`config.mk`:
```
export PLATFORM = sky130hd
export DESIGN_NAME = sppc_top
export DESIGN_NICKNAME = d
export VERILOG_FILES = /design/src/sppc_pkg.sv /design/src/sppc_top.sv
export SDC_FILE = /design/constraint.sdc
export NUM_CORES = 1
export LEC_CHECK = 0
export ABC_AREA = 1
export ABC_CLOCK_PERIOD_IN_PS = 4300
export BUFFER_PORTS_ARGS = -buffer_cell sky130_fd_sc_hd__buf_4
export CAP_MARGIN = 20
export CORE_ASPECT_RATIO = 1.4
export CORE_MARGIN = 8
export CORE_UTILIZATION = 58
export DETAILED_ROUTE_END_ITERATION = 12
export GPL_ROUTABILITY_DRIVEN = 0
export MAX_ROUTING_LAYER = met4
export PLACE_DENSITY = 0.86
export SLEW_MARGIN = 15
export SYNTH_ARGS = -nofsm -noshare
export SYNTH_HDL_FRONTEND = slang
export SYNTH_SLANG_ARGS = --single-unit
```
`constraint.sdc`:
```
create_clock -name aclk -period 4.3 [get_ports aclk]
set_input_delay 0.215 -clock aclk [delete_from_list [all_inputs] [get_ports aclk]]
set_output_delay 0.215 -clock aclk [all_outputs]
set_load 0.02 [all_outputs]
```
`src/sppc_pkg.sv`:
```
package sppc_pkg;

	// ------------------------------------------------------------
	// Register map (byte addresses)
	// ------------------------------------------------------------
	localparam logic [7:0] SPPC_CMD_OFF = 8'h00;
	localparam logic [7:0] SPPC_REPLY_OFF = 8'h04;
	localparam logic [7:0] SPPC_STATUS_OFF = 8'h08;
	localparam logic [7:0] SPPC_INF_OFF = 8'h0c;
	localparam logic [7:0] SPPC_WDR_OFF = 8'h10;
	localparam logic [7:0] SPPC_BORE_OFF = 8'h14;
	localparam logic [7:0] SPPC_RATE_OFF = 8'h18;
	localparam logic [7:0] SPPC_DOSE_OFF = 8'h1c;

	// ------------------------------------------------------------
	// Command word fields
	// ------------------------------------------------------------
	localparam int SPPC_OP_MSB = 31;
	localparam int SPPC_OP_LSB = 28;
	localparam int SPPC_AUX_MSB = 27;
	localparam int SPPC_AUX_LSB = 26;
	localparam int SPPC_HASARG_BIT = 25;
	localparam int SPPC_VAL_MSB = 15;

	typedef enum logic [3:0] {
		OP_STATUS = 4'h0,
		OP_BORE_SET = 4'h1,
		OP_FLOW_SPEED = 4'h2,
		OP_DOSE_TARGET = 4'h3,
		OP_HEADING = 4'h4,
		OP_START = 4'h5,
		OP_HALT = 4'h6,
		OP_CLEAR_DELIVERED = 4'h7,
		OP_DELIVERED_QUERY = 4'h8,
		OP_ALARM_EN = 4'h9,
		OP_SAFE_MODE = 4'ha
	} sppc_op_t;

	// Reply error codes
	localparam logic [1:0] ERR_NONE = 2'h0;
	localparam logic [1:0] ERR_OUT_OF_RANGE = 2'h1;
	localparam logic [1:0] ERR_REFUSED = 2'h2;
	localparam logic [1:0] ERR_BAD_OP = 2'h3;

	// ------------------------------------------------------------
	// Values, limits, reset values
	// ------------------------------------------------------------
	localparam logic [15:0] BORE_MIN = 16'h000a;     // 0.10 mm in hundredths
	localparam logic [15:0] BORE_MAX = 16'h1388;     // 50.00 mm
	localparam logic [15:0] BORE_UL_MAX = 16'h0578;  // 14.00 mm
	localparam logic [13:0] TOTAL_WRAP = 14'h270f;   // 9999
	localparam logic [0:0] DIR_PUSH_OUT = 1'b0;
	localparam logic [0:0] DIR_PULL_IN = 1'b1;
	localparam logic [15:0] BORE_RST = 16'h0000;
	localparam logic [15:0] RATE_RST = 16'h0000;
	localparam logic [1:0] UNITS_RST = 2'h0;
	localparam logic [15:0] DOSE_RST = 16'h0000;
	localparam logic [3:0] PHASE_FIRST = 4'h1;

	// ------------------------------------------------------------
	// Timing
	// ------------------------------------------------------------
	localparam int CLK_MHZ = 200;
	localparam int BEEP_MS = 100;
	localparam int BEEP_CYC = BEEP_MS * CLK_MHZ * 1000;
	localparam int BEEP_CW = 25;

	typedef enum logic [1:0] {
		ST_INIT,
		ST_STOP,
		ST_RUN,
		ST_PAUSE
	} sppc_state_t;

endpackage

```
`src/sppc_top.sv`:
```
// ------------------------------------------------------------
// Notes on behaviour
// - bore accepted only while program not running
// - bore 0.1..50.0 mm, else out-of-range reply
// - volumes in uL up to 14.0 mm, else mL
// - start from stopped runs phase 1, drives motor
// - nonzero dose ends phase after moved amount
// - zero dose means continuous pumping
// - running rate change immediate, not saved
// - rate units change refused while pumping
// - direction change while pumping only at zero dose
// - separate infused and withdrawn totals, queryable
// - totals cleared on power, bore, clear; wrap 9999
// - stop before completion pauses; start resumes
// - halt or setting change leaves pause
// - stall stops motor, pauses, raises alarm
// - any command clears alarm and its buzzer; power-on beep runs on
// - accepted settings saved, except running rate
// - bore change keeps other settings
// - serial commands or trigger input start/stop
// - heading selects push_out/pull_in or reports
// - short beep after power-on
// ------------------------------------------------------------
`timescale 1ns/1ps
module sppc_top
	import sppc_pkg::*;
#(
	parameter int BEEP_CYCLES = BEEP_CYC
)
(
	input wire logic aclk,
	input wire logic aresetn,
	input wire logic awvalid,
	output logic awready,
	input wire logic [7:0] awaddr,
	input wire logic [2:0] awprot,
	input wire logic wvalid,
	output logic wready,
	input wire logic [31:0] wdata,
	input wire logic [3:0] wstrb,
	output logic bvalid,
	input wire logic bready,
	output logic [1:0] bresp,
	input wire logic arvalid,
	output logic arready,
	input wire logic [7:0] araddr,
	input wire logic [2:0] arprot,
	output logic rvalid,
	input wire logic rready,
	output logic [31:0] rdata,
	output logic [1:0] rresp,
	input wire logic trig_in,
	input wire logic vol_tick,
	input wire logic stall_det,
	input wire logic [15:0] nv_bore_in,
	input wire logic [15:0] nv_rate_in,
	input wire logic [1:0] nv_units_in,
	input wire logic [15:0] nv_dose_in,
	input wire logic nv_dir_in,
	input wire logic nv_al_in,
	input wire logic nv_safe_in,
	output logic motor_run,
	output logic motor_dir,
	output logic buzzer,
	output logic alarm_msg,
	output logic nv_save,
	output logic [15:0] nv_bore,
	output logic [15:0] nv_rate,
	output logic [1:0] nv_units,
	output logic [15:0] nv_dose,
	output logic nv_dir,
	output logic nv_al,
	output logic nv_safe
);
	import sppc_pkg::*;

	// ------------------------------------------------------------
	// State
	// ------------------------------------------------------------
	typedef struct packed {
		sppc_state_t state;
		logic [3:0] phase;
		logic [15:0] bore;
		logic [15:0] rate;
		logic [15:0] rate_nv;
		logic [1:0] units;
		logic [15:0] dose;
		logic dir;
		logic al_en;
		logic safe;
		logic [13:0] inf_tot;
		logic [13:0] wdr_tot;
		logic [15:0] moved;
		logic alarm;
		logic [BEEP_CW-1:0] beep_cnt;
		logic trig_q;
		logic [1:0] reply_err;
		logic [27:0] reply_data;
		logic nv_save;
		logic alarm_msg;
		logic motor_run;
		logic buzzer;
		logic aw_hold;
		logic [7:0] aw_addr;
		logic w_hold;
		logic [31:0] w_data;
		logic [3:0] w_strb;
		logic awready;
		logic wready;
		logic bvalid;
		logic [1:0] bresp;
		logic arready;
		logic rvalid;
		logic [31:0] rdata;
		logic [1:0] rresp;
	} sppc_regs_t;

	sppc_regs_t s_r;
	sppc_regs_t s_nxt;

	// ------------------------------------------------------------
	// Helpers
	// ------------------------------------------------------------
	function automatic logic bore_in_range(input logic [15:0] v);
		bore_in_range = (v >= BORE_MIN) && (v <= BORE_MAX);
	endfunction

	function automatic logic [13:0] total_step(input logic [13:0] t);
		total_step = (t >= TOTAL_WRAP) ? 14'h0000 : t + 14'h0001;
	endfunction

	function automatic logic ml_units(input logic [15:0] b);
		ml_units = b > BORE_UL_MAX;
	endfunction

	logic aw_go;
	logic w_go;
	logic ar_go;
	logic do_wr;
	logic cmd_wr;
	logic [3:0] op;
	logic [1:0] aux;
	logic has_arg;
	logic [15:0] val;
	logic trig_fall;
	logic start_req;
	logic stop_req;
	logic can_start;

	always_comb
	begin
		aw_go = awvalid && s_r.awready;
		w_go = wvalid && s_r.wready;
		ar_go = arvalid && s_r.arready;
		do_wr = (s_r.aw_hold || aw_go) && (s_r.w_hold || w_go) && !s_r.bvalid;
		cmd_wr = do_wr && ((s_r.aw_hold ? s_r.aw_addr : awaddr) == SPPC_CMD_OFF)
			&& ((s_r.w_hold ? s_r.w_strb : wstrb) == 4'hf);
		op = s_r.w_hold ? s_r.w_data[SPPC_OP_MSB:SPPC_OP_LSB] : wdata[SPPC_OP_MSB:SPPC_OP_LSB];
		aux = s_r.w_hold ? s_r.w_data[SPPC_AUX_MSB:SPPC_AUX_LSB]
			: wdata[SPPC_AUX_MSB:SPPC_AUX_LSB];
		has_arg = s_r.w_hold ? s_r.w_data[SPPC_HASARG_BIT] : wdata[SPPC_HASARG_BIT];
		val = s_r.w_hold ? s_r.w_data[SPPC_VAL_MSB:0] : wdata[SPPC_VAL_MSB:0];
		trig_fall = s_r.trig_q && !trig_in;
		can_start = bore_in_range(s_r.bore) && s_r.rate != 16'h0000;
		// Either source drives the program; trigger toggles like a foot switch
		start_req = (cmd_wr && op == OP_START) || (trig_fall && s_r.state != ST_RUN);
		stop_req = (cmd_wr && op == OP_HALT) || (trig_fall && s_r.state == ST_RUN);
	end

	// ------------------------------------------------------------
	// Next state
	// ------------------------------------------------------------
	always_comb
	begin
		logic setting;
		logic saved;
		setting = 1'b0;
		saved = 1'b0;
		s_nxt = s_r;
		s_nxt.trig_q = trig_in;
		s_nxt.nv_save = 1'b0;
		s_nxt.alarm_msg = 1'b0;

		// Bus write side
		if (aw_go)
		begin
			s_nxt.aw_hold = 1'b1;
			s_nxt.aw_addr = awaddr;
		end
		if (w_go)
		begin
			s_nxt.w_hold = 1'b1;
			s_nxt.w_data = wdata;
			s_nxt.w_strb = wstrb;
		end
		if (do_wr)
		begin
			s_nxt.aw_hold = 1'b0;
			s_nxt.w_hold = 1'b0;
			s_nxt.bvalid = 1'b1;
			s_nxt.bresp = ((s_r.aw_hold ? s_r.aw_addr : awaddr) == SPPC_CMD_OFF) ? 2'b00 : 2'b10;
		end
		else if (s_r.bvalid && bready)
			s_nxt.bvalid = 1'b0;
		s_nxt.awready = !s_nxt.aw_hold && !s_nxt.bvalid;
		s_nxt.wready = !s_nxt.w_hold && !s_nxt.bvalid;

		// Bus read side
		if (ar_go)
		begin
			s_nxt.rvalid = 1'b1;
			s_nxt.rresp = 2'b00;
			case (araddr)
				SPPC_REPLY_OFF: s_nxt.rdata = {2'b00, s_r.reply_err, s_r.reply_data};
				SPPC_STATUS_OFF: s_nxt.rdata = {16'h0000, s_r.phase, 2'b00,
					s_r.safe, s_r.al_en, s_r.buzzer, s_r.alarm, ml_units(s_r.bore),
					s_r.dir, s_r.motor_run, (s_r.state == ST_PAUSE), s_r.state};
				SPPC_INF_OFF: s_nxt.rdata = {18'h00000, s_r.inf_tot};
				SPPC_WDR_OFF: s_nxt.rdata = {18'h00000, s_r.wdr_tot};
				SPPC_BORE_OFF: s_nxt.rdata = {16'h0000, s_r.bore};
				SPPC_RATE_OFF: s_nxt.rdata = {14'h0000, s_r.units, s_r.rate};
				SPPC_DOSE_OFF: s_nxt.rdata = {16'h0000, s_r.dose};
				SPPC_CMD_OFF: s_nxt.rdata = 32'h00000000;
				default:
				begin
					s_nxt.rdata = 32'h00000000;
					s_nxt.rresp = 2'b10;
				end
			endcase
		end
		else if (s_r.rvalid && rready)
			s_nxt.rvalid = 1'b0;
		s_nxt.arready = !s_nxt.rvalid;

		// Power-on beep
		if (s_r.beep_cnt != '0)
			s_nxt.beep_cnt = s_r.beep_cnt - 1'b1;

		case (s_r.state)
			ST_INIT:
			begin
				// Restore stored settings once after reset
				s_nxt.bore = nv_bore_in;
				s_nxt.rate = nv_rate_in;
				s_nxt.rate_nv = nv_rate_in;
				s_nxt.units = nv_units_in;
				s_nxt.dose = nv_dose_in;
				s_nxt.dir = nv_dir_in;
				s_nxt.al_en = nv_al_in;
				s_nxt.safe = nv_safe_in;
				s_nxt.beep_cnt = BEEP_CYCLES[BEEP_CW-1:0];
				s_nxt.state = ST_STOP;
			end
			ST_STOP, ST_RUN, ST_PAUSE:
			begin
				// Commands
				if (cmd_wr)
				begin
					s_nxt.alarm = 1'b0;
					s_nxt.reply_err = ERR_NONE;
					s_nxt.reply_data = '0;
					case (op)
						OP_STATUS: ;
						OP_BORE_SET:
							if (s_r.state == ST_RUN)
								s_nxt.reply_err = ERR_REFUSED;
							else if (!bore_in_range(val))
								s_nxt.reply_err = ERR_OUT_OF_RANGE;
							else
							begin
								// Other settings are left as they are
								s_nxt.bore = val;
								s_nxt.inf_tot = '0;
								s_nxt.wdr_tot = '0;
								setting = 1'b1;
								saved = 1'b1;
							end
						OP_FLOW_SPEED:
							if (s_r.state == ST_RUN && has_arg && aux != s_r.units)
								s_nxt.reply_err = ERR_REFUSED;
							else if (s_r.state == ST_RUN)
								s_nxt.rate = val;
							else
							begin
								s_nxt.rate = val;
								s_nxt.rate_nv = val;
								if (has_arg)
									s_nxt.units = aux;
								setting = 1'b1;
								saved = 1'b1;
							end
						OP_DOSE_TARGET:
							if (s_r.state == ST_RUN)
								s_nxt.reply_err = ERR_REFUSED;
							else
							begin
								s_nxt.dose = val;
								setting = 1'b1;
								saved = 1'b1;
							end
						OP_HEADING:
							if (!has_arg)
								s_nxt.reply_data = {27'h0000000, s_r.dir};
							else if (s_r.state == ST_RUN && s_r.dose != 16'h0000)
								s_nxt.reply_err = ERR_REFUSED;
							else
							begin
								// Accumulation follows the new heading at once
								s_nxt.dir = aux[0];
								s_nxt.reply_data = {27'h0000000, aux[0]};
								setting = s_r.state != ST_RUN;
								saved = 1'b1;
							end
						OP_START: ;
						OP_HALT: ;
						OP_CLEAR_DELIVERED:
						begin
							s_nxt.inf_tot = '0;
							s_nxt.wdr_tot = '0;
						end
						OP_DELIVERED_QUERY:
							s_nxt.reply_data = {s_r.wdr_tot, s_r.inf_tot};
						OP_ALARM_EN:
						begin
							s_nxt.al_en = aux[0];
							setting = 1'b1;
							saved = 1'b1;
						end
						OP_SAFE_MODE:
						begin
							s_nxt.safe = aux[0];
							setting = 1'b1;
							saved = 1'b1;
						end
						default: s_nxt.reply_err = ERR_BAD_OP;
					endcase
				end
				s_nxt.nv_save = saved;

				// Volume accumulation while the motor turns
				if (vol_tick && s_r.motor_run)
				begin
					if (s_r.dir == DIR_PULL_IN)
						s_nxt.wdr_tot = total_step(s_nxt.wdr_tot);
					else
						s_nxt.inf_tot = total_step(s_nxt.inf_tot);
					s_nxt.moved = s_r.moved + 16'h0001;
					// Phase ends when the dose is reached from phase start
					if (s_r.dose != 16'h0000 && s_r.moved + 16'h0001 >= s_r.dose)
					begin
						s_nxt.state = ST_STOP;
						s_nxt.phase = PHASE_FIRST;
					end
				end

				// Program sequencing; a stall outranks any command
				if (stall_det && s_r.state == ST_RUN)
				begin
					s_nxt.state = ST_PAUSE;
					s_nxt.alarm = 1'b1;
					s_nxt.alarm_msg = s_r.safe;
				end
				else if (stop_req && s_r.state == ST_RUN && s_nxt.state == ST_RUN)
					s_nxt.state = ST_PAUSE;
				else if (stop_req && s_r.state == ST_PAUSE)
					s_nxt.state = ST_STOP;
				else if (setting && s_r.state == ST_PAUSE)
					s_nxt.state = ST_STOP;
				else if (start_req && s_r.state == ST_PAUSE && can_start)
					s_nxt.state = ST_RUN;
				else if (start_req && s_r.state == ST_STOP && can_start)
				begin
					s_nxt.state = ST_RUN;
					s_nxt.phase = PHASE_FIRST;
					s_nxt.moved = '0;
				end
				else if (start_req && !can_start && cmd_wr)
					s_nxt.reply_err = ERR_REFUSED;
			end
			default: s_nxt.state = ST_STOP;
		endcase

		s_nxt.motor_run = s_nxt.state == ST_RUN && s_nxt.rate != 16'h0000;
		s_nxt.buzzer = (s_nxt.beep_cnt != '0) || (s_nxt.alarm && s_nxt.al_en);
	end

	// ------------------------------------------------------------
	// Registers
	// ------------------------------------------------------------
	always_ff @(posedge aclk)
	begin
		if (!aresetn)
		begin
			s_r <= '0;
			s_r.state <= ST_INIT;
			s_r.phase <= PHASE_FIRST;
			s_r.bore <= BORE_RST;
			s_r.rate <= RATE_RST;
			s_r.rate_nv <= RATE_RST;
			s_r.units <= UNITS_RST;
			s_r.dose <= DOSE_RST;
			s_r.dir <= DIR_PUSH_OUT;
		end
		else
			s_r <= s_nxt;
	end

	// ------------------------------------------------------------
	// Outputs
	// ------------------------------------------------------------
	assign awready = s_r.awready;
	assign wready = s_r.wready;
	assign bvalid = s_r.bvalid;
	assign bresp = s_r.bresp;
	assign arready = s_r.arready;
	assign rvalid = s_r.rvalid;
	assign rdata = s_r.rdata;
	assign rresp = s_r.rresp;
	assign motor_run = s_r.motor_run;
	assign motor_dir = s_r.dir;
	assign buzzer = s_r.buzzer;
	assign alarm_msg = s_r.alarm_msg;
	assign nv_save = s_r.nv_save;
	// Running rate edits stay out of storage
	assign nv_rate = s_r.rate_nv;
	assign nv_bore = s_r.bore;
	assign nv_units = s_r.units;
	assign nv_dose = s_r.dose;
	assign nv_dir = s_r.dir;
	assign nv_al = s_r.al_en;
	assign nv_safe = s_r.safe;

endmodule

```
Word-level counts from Yosys, hierarchy flattened
Cells that the tools add are included. W data, S select, Z words.

Reduce and logical (&&, ||, !) cells: 71. Equal/unequal tests: 36. Add/sub/neg operators: 4. Muxes and demuxes: 98. Magnitude comparators: 8.

Operator list (count): $pmux W30 S7 (1); $mux W97 (2); $mux W16 (12); $pmux W69 S2 (1); $pmux W28 S2 (2); $mux W34 (2); $mux W14 (4); $mux W28 (2); $mux W25 (2); $reduce_bool A25 Y1 (2); $reduce_bool A16 Y1 (3); $mux W44 (1); $mux W2 (21); $logic_and A1 B1 Y1 (37); $mux W37 (1); $eq A8 B5 Y1 const B (4); $ge A16 B4 Y1 const B (2); $le A16 B13 Y1 const B (2); $mux W30 (1); $add A14 B1 Y14 const B (2); $ge A14 B14 Y1 const B (2); $mux W1 (28); $mux W4 (7); $sub A25 B1 Y25 const B (1); other kinds (34) (75).

Output and inout port bits: 99. Word-level logic and storage cells: 252. Flip-flop bits (word level): 267.

Depth between registers and ports, before layout
Depth after elaboration: 19. Gate-level depth with buffers: 27. Depth with buffers taken out: 24.

Worst setup path before layout
OpenSTA, ideal clock, no wires.

Path kind: register -> register. Start point: register s_r[148] (netlist bit). End point: register s_r[119] (netlist bit). Arrival time: 2.989 ns. Setup slack: 1.187 ns. Cell stages (with the launch flop): 21. Setup time: 0.123 ns. Path buffers: 0. Required time: 4.177 ns. Cell sequence: dfxtp_1 inv_1 nor3_1 nand2_1 nor2_1 nand2_1 nor2_1 nand4_1 nor2_1 nand3_1 xor2_1 ha_1 nand2_1 nor2_1 nand4_1 o311ai_0 nand3_1 nand3_1 inv_1 nor3_1 o21ai_0.

Cells in the longest elaborated chain, start to end: 10.

Ends and longest elaborated chain: start, declared (RTL line sppc_top.sv:118) `sppc_regs_t s_r;`; start signal, assigned (RTL line sppc_top.sv:405) `s_r <= s_nxt;`; $add A16 B1 Y16 (RTL line sppc_top.sv:349) `if (s_r.dose != 16'h0000 && s_r.moved + 16'h0001 >= s_r.dose)`; $ge A16 B16 Y1 (RTL line sppc_top.sv:349); $logic_and A1 B1 Y1 (RTL line sppc_top.sv:349); $mux W6 (RTL line sppc_top.sv:349); $mux W6 (RTL line sppc_top.sv:341) `if (vol_tick && s_r.motor_run)`; $mux W6 (RTL line sppc_top.sv:239) `case (s_r.state)`; $eq A2 B2 Y1 (RTL line sppc_top.sv:363) `else if (stop_req && s_r.state == ST_RUN && s_nxt.state == ST_RUN)`; $logic_and A1 B1 Y1 (RTL line sppc_top.sv:363); $mux W2 (RTL line sppc_top.sv:363); $mux W2 (RTL line sppc_top.sv:357) `if (stall_det && s_r.state == ST_RUN)`.

Every way passes these cells. The select of a mux whose other input is x is not followed. A chain may end at the register's enable or synchronous reset.

Worst setup path in the final report
Start point: register s_r[77] (netlist bit). End point: register s_r[186] (netlist bit).

Cells in the longest elaborated chain, start to end: 12.

Ends and longest elaborated chain: $mux W16 (RTL line sppc_top.sv:162) `val = s_r.w_hold ? s_r.w_data[SPPC_VAL_MSB:0] : wdata[SPPC_VAL_MSB:0];`; $ge A16 B4 Y1 or $le A16 B13 Y1 (tied branches) (RTL line sppc_top.sv:125) `bore_in_range = (v >= BORE_MIN) && (v <= BORE_MAX);`; $logic_and A1 B1 Y1 (RTL line sppc_top.sv:125); $mux W28 (RTL line sppc_top.sv:267) `else if (!bore_in_range(val))`; $mux W28 (RTL line sppc_top.sv:265) `if (s_r.state == ST_RUN)`; $pmux W28 S2 (RTL line sppc_top.sv:262) `case (op)`; $mux W97 * (RTL line sppc_top.sv:257) `if (cmd_wr)`; $mux W97 * (RTL line sppc_top.sv:239); $add A14 B1 Y14 or $ge A14 B14 Y1 (tied branches) (RTL line sppc_top.sv:129) `total_step = (t >= TOTAL_WRAP) ? 14'h0000 : t + 14'h0001;`; $mux W14 (RTL line sppc_top.sv:129); $mux W14 (RTL line sppc_top.sv:343) `if (s_r.dir == DIR_PULL_IN)`; $mux W44 * (RTL line sppc_top.sv:341).

Every way passes the cells marked *; elsewhere a longest branch is shown, timed or not. The select of a mux whose other input is x is not followed.

==> out/qor.yml <==
status: "finished, violations left"
violations: "hold timing"
crit_arrival_ns: 4.40
worst_slew_pin_slew_ns: 1.07
ant_nets: 0
path_class: "reg2reg"
ioPinCount: 220
clk_latency_ns: 0.53
clockRootBuffer: "clkbuf_16"
synth_common_cells: "421 x nand2_1, 274 x nor2_1, 254 x dfxtp_1"
synth_top_area_share_pct: 35.9
hp-class: "in2reg"
reg2reg_from: "s_r[77]"
slowest_delay_ns: 0.66
wire_per_inst_um: 18.6
p_comb_share_pct: 18.5
dp_hpwl_mm: 34.3
yosys_warnings: 0
path_delay_family: "simple AND/OR/NAND/NOR gates"
dpl_cell_area_um2: 15100
crit_path_end_kind: "register"
synthesis.area_um2: 14200
cp_cell_sequence: "inv_2 > or2_0 > o21ai_2 > nand2_1 > nor3_4 > nand4_4 > nand2_2 > nor2_1 > ha_1 > nand2_1 > inv_1 > nand4_1 > nand3_1 > nand2_1 > nand2_2 > a21oi_4 > nand2_1 > o21ai_1"
cts_made_buffers: 24
final-hold-violation-count: 2
path_common_cell: "nand2_1"
core_um2: 24000
period_minus_slack_ns: 3.96
portBuffers: 200
path_clk_slew_ns: 0.06
drive_above_1_share_pct: 13.5
dr_total_vias: 15400
start_util_pct: 59.0
p_switching_uw: 1790
crit_cells: 18
place_inst: 2457
tns_ns: 0
post-route-period-util_pct: 92.0
p_leak_uw: 0.00719
hold_slack_ns: -0.00549
p_total_uw: 6140
rows: 67
synth_edf_count: 0
syn_inst: 2105
layoutNonFillerInstCount: 2556
rsz0062_at_grt: "no"
final_area_um2: 16600
synth_top_cells_by_area: "dfxtp_1 36%, nand2_1 11%, nor2_1 7.3%"
grt_pass1_vias: 14700
synth_area_leader_cell: "dfxtp_1"
worst_setup_path_start_kind: "register"
clock_path_buffers: 3
nNetsFinal: 2368
maxCapViolations: 0
cp_data_required_time_ns: 4.74
max_freq_mhz: 253
remaining_drc_errors: 0
pwr-share-seq_pct: 42.3
syn_to_final_growth_pct: 17.1
ys_types: 57
die_w_um: 148
ir_worst_vdd_mv: 0.329
clkSinkCount: 254
clkPwrFrac_pct: 39.2
maxSlewViolCount: 0
drtIter0Drc: 1714
grt_pass1_wl_mm: 75.0
dominantRegCellSynth: "dfxtp_1"
cts_tree: "built"
die_h_um: 201
vias_per_cell: 6.02
drt-total-wl_mm: 47.6
setup_viol: 0
p_int_uw: 4360
critPathSlowestCell: "dfxtp_1"
drt-pass1-iter-count: 8
seq_area_frac_synth_pct: 35.9
grt-ovfl-total: 0
ys_async_sr_fraction_pct: 0
grt_max_degree: 72
startpoint: "s_r[77]"
min_from: "awaddr[2]"
worstPathMaxFanout: 23
synth-seq-cells: 254
clock-skew-final_ns: 0.0172
synthMostInstantiatedCell: "nand2_1"
whs_path_depth: 3
critPathBufInv: 2
antenna_found_initial: 2
h-tree-depth: 1
power_density_nw_per_um2: 371
syn_avg_cell_area_um2: 6.72
switching_share_pct: 29.1
ff2ff_path_depth: 18
die_area_um2: 29700
grt_usage_pct: 31.6
relSlewSlack_pct: 28.2
[state kept, by name, summed over array words and instances, names as in the netlist, 2 cells and up]
| register | flops |
|---|---|
| nv_bore | 16 |
| nv_dose | 16 |
| nv_rate | 16 |
| nv_units | 2 |
| rdata | 30 |
| s_r | 160 |
[kinds of logic after synthesis]
logic type	after synthesis	synth area share (%)
compound gates	490	19.8
xor+xnor	36	2.23
fa+ha+maj	21	1.86
buf+inv	419	13.9
flops	254	35.9
other cells	1	0.0265
simple gates	884	26.2
[cell usage in the layout (no fill, tap or decap), types with 6 or more instances in the layout]
master         synthesis  routed
nand2_1              421     421
nor2_1               274     273
dfxtp_1              254     254
inv_1                232     232
buf_4                 90     221
a21oi_1              173     173
o21ai_0              153     153
nand3_1               89      89
dlygate4sd3_1          0      49
o22ai_1               42      42
a22oi_1               35      35
nand4_1               28      28
nor3_1                26      26
clkbuf_16              0      25
xor2_1                24      24
ha_1                  21      21
o21ai_1               16      16
a211oi_1              13      13
nor4_1                12      12
xnor2_1               12      12
a21boi_0              10      10
o211ai_1               9       9
nor2_2                 7       7
nand2_2                6       6
o221ai_1               6       6
bufinv_16              0       6
[per-stage QoR]
step | util (%) | setup slack [ns]
final | 69.2 | 0.343
after global routing | 69.2 | 0.0299
after CTS | 68.9 | 0.285
after detailed placement | 63.1 | 0.319
after global placement | 63.1 | 0.538
after floorplan | - | 1.19
[final timing paths]
path	endpoint	slack, ns
worst max-delay path	s_r[186]	0.34
worst min-delay path	s_r[80]	-0.005
worst max register to register	s_r[186]	0.34
worst min register to register	s_r[263]	0.45
[power by group through the flow]
stage / combinational [µW] / sequential, µW / clock, µW
floorplan: 765 / 2610 / 0
global placement: 1030 / 2640 / 0
detailed placement: 1050 / 2640 / 0
CTS: 1100 / 2590 / 2410
global route: 1240 / 2610 / 2510
finish: 1130 / 2600 / 2410
[area by class of cell]
type	instances	area (µm²)
inverters	239	898
clock buffers	31	668
flip-flops and latches	254	5080
diodes	2	5.00
fillers	1966	7390
clock inverters	13	225
repair buffers	272	2190
multi-input cells	1435	7120
well taps	310	388
[worst min-delay path, stage by stage]
cell and delay [ns]:
buf_4 0.09, o21ai_0 0.07, a21oi_1 0.10
[repair_timing]
item                                    4_1_cts  5_1_grt
hold buffers                                 49        0
endpoints found under the setup margin        0        6
setup buffers                                 0        1
hold endpoints to repair                     49        0
gates resized for setup                       0        1
[routing by layer]
metal / vias to the layer above / GRT usage [%] / routed length (µm)
li1: 7080 / - / -
met1: 6999 / 35.4 / 17000
met2: 1053 / 50.9 / 22300
met3: 244 / 4.83 / 4970
met4: 0 / 21.7 / 3450
met5: - / - / 0
No activity file was read; power rests on OpenSTA's default activity.
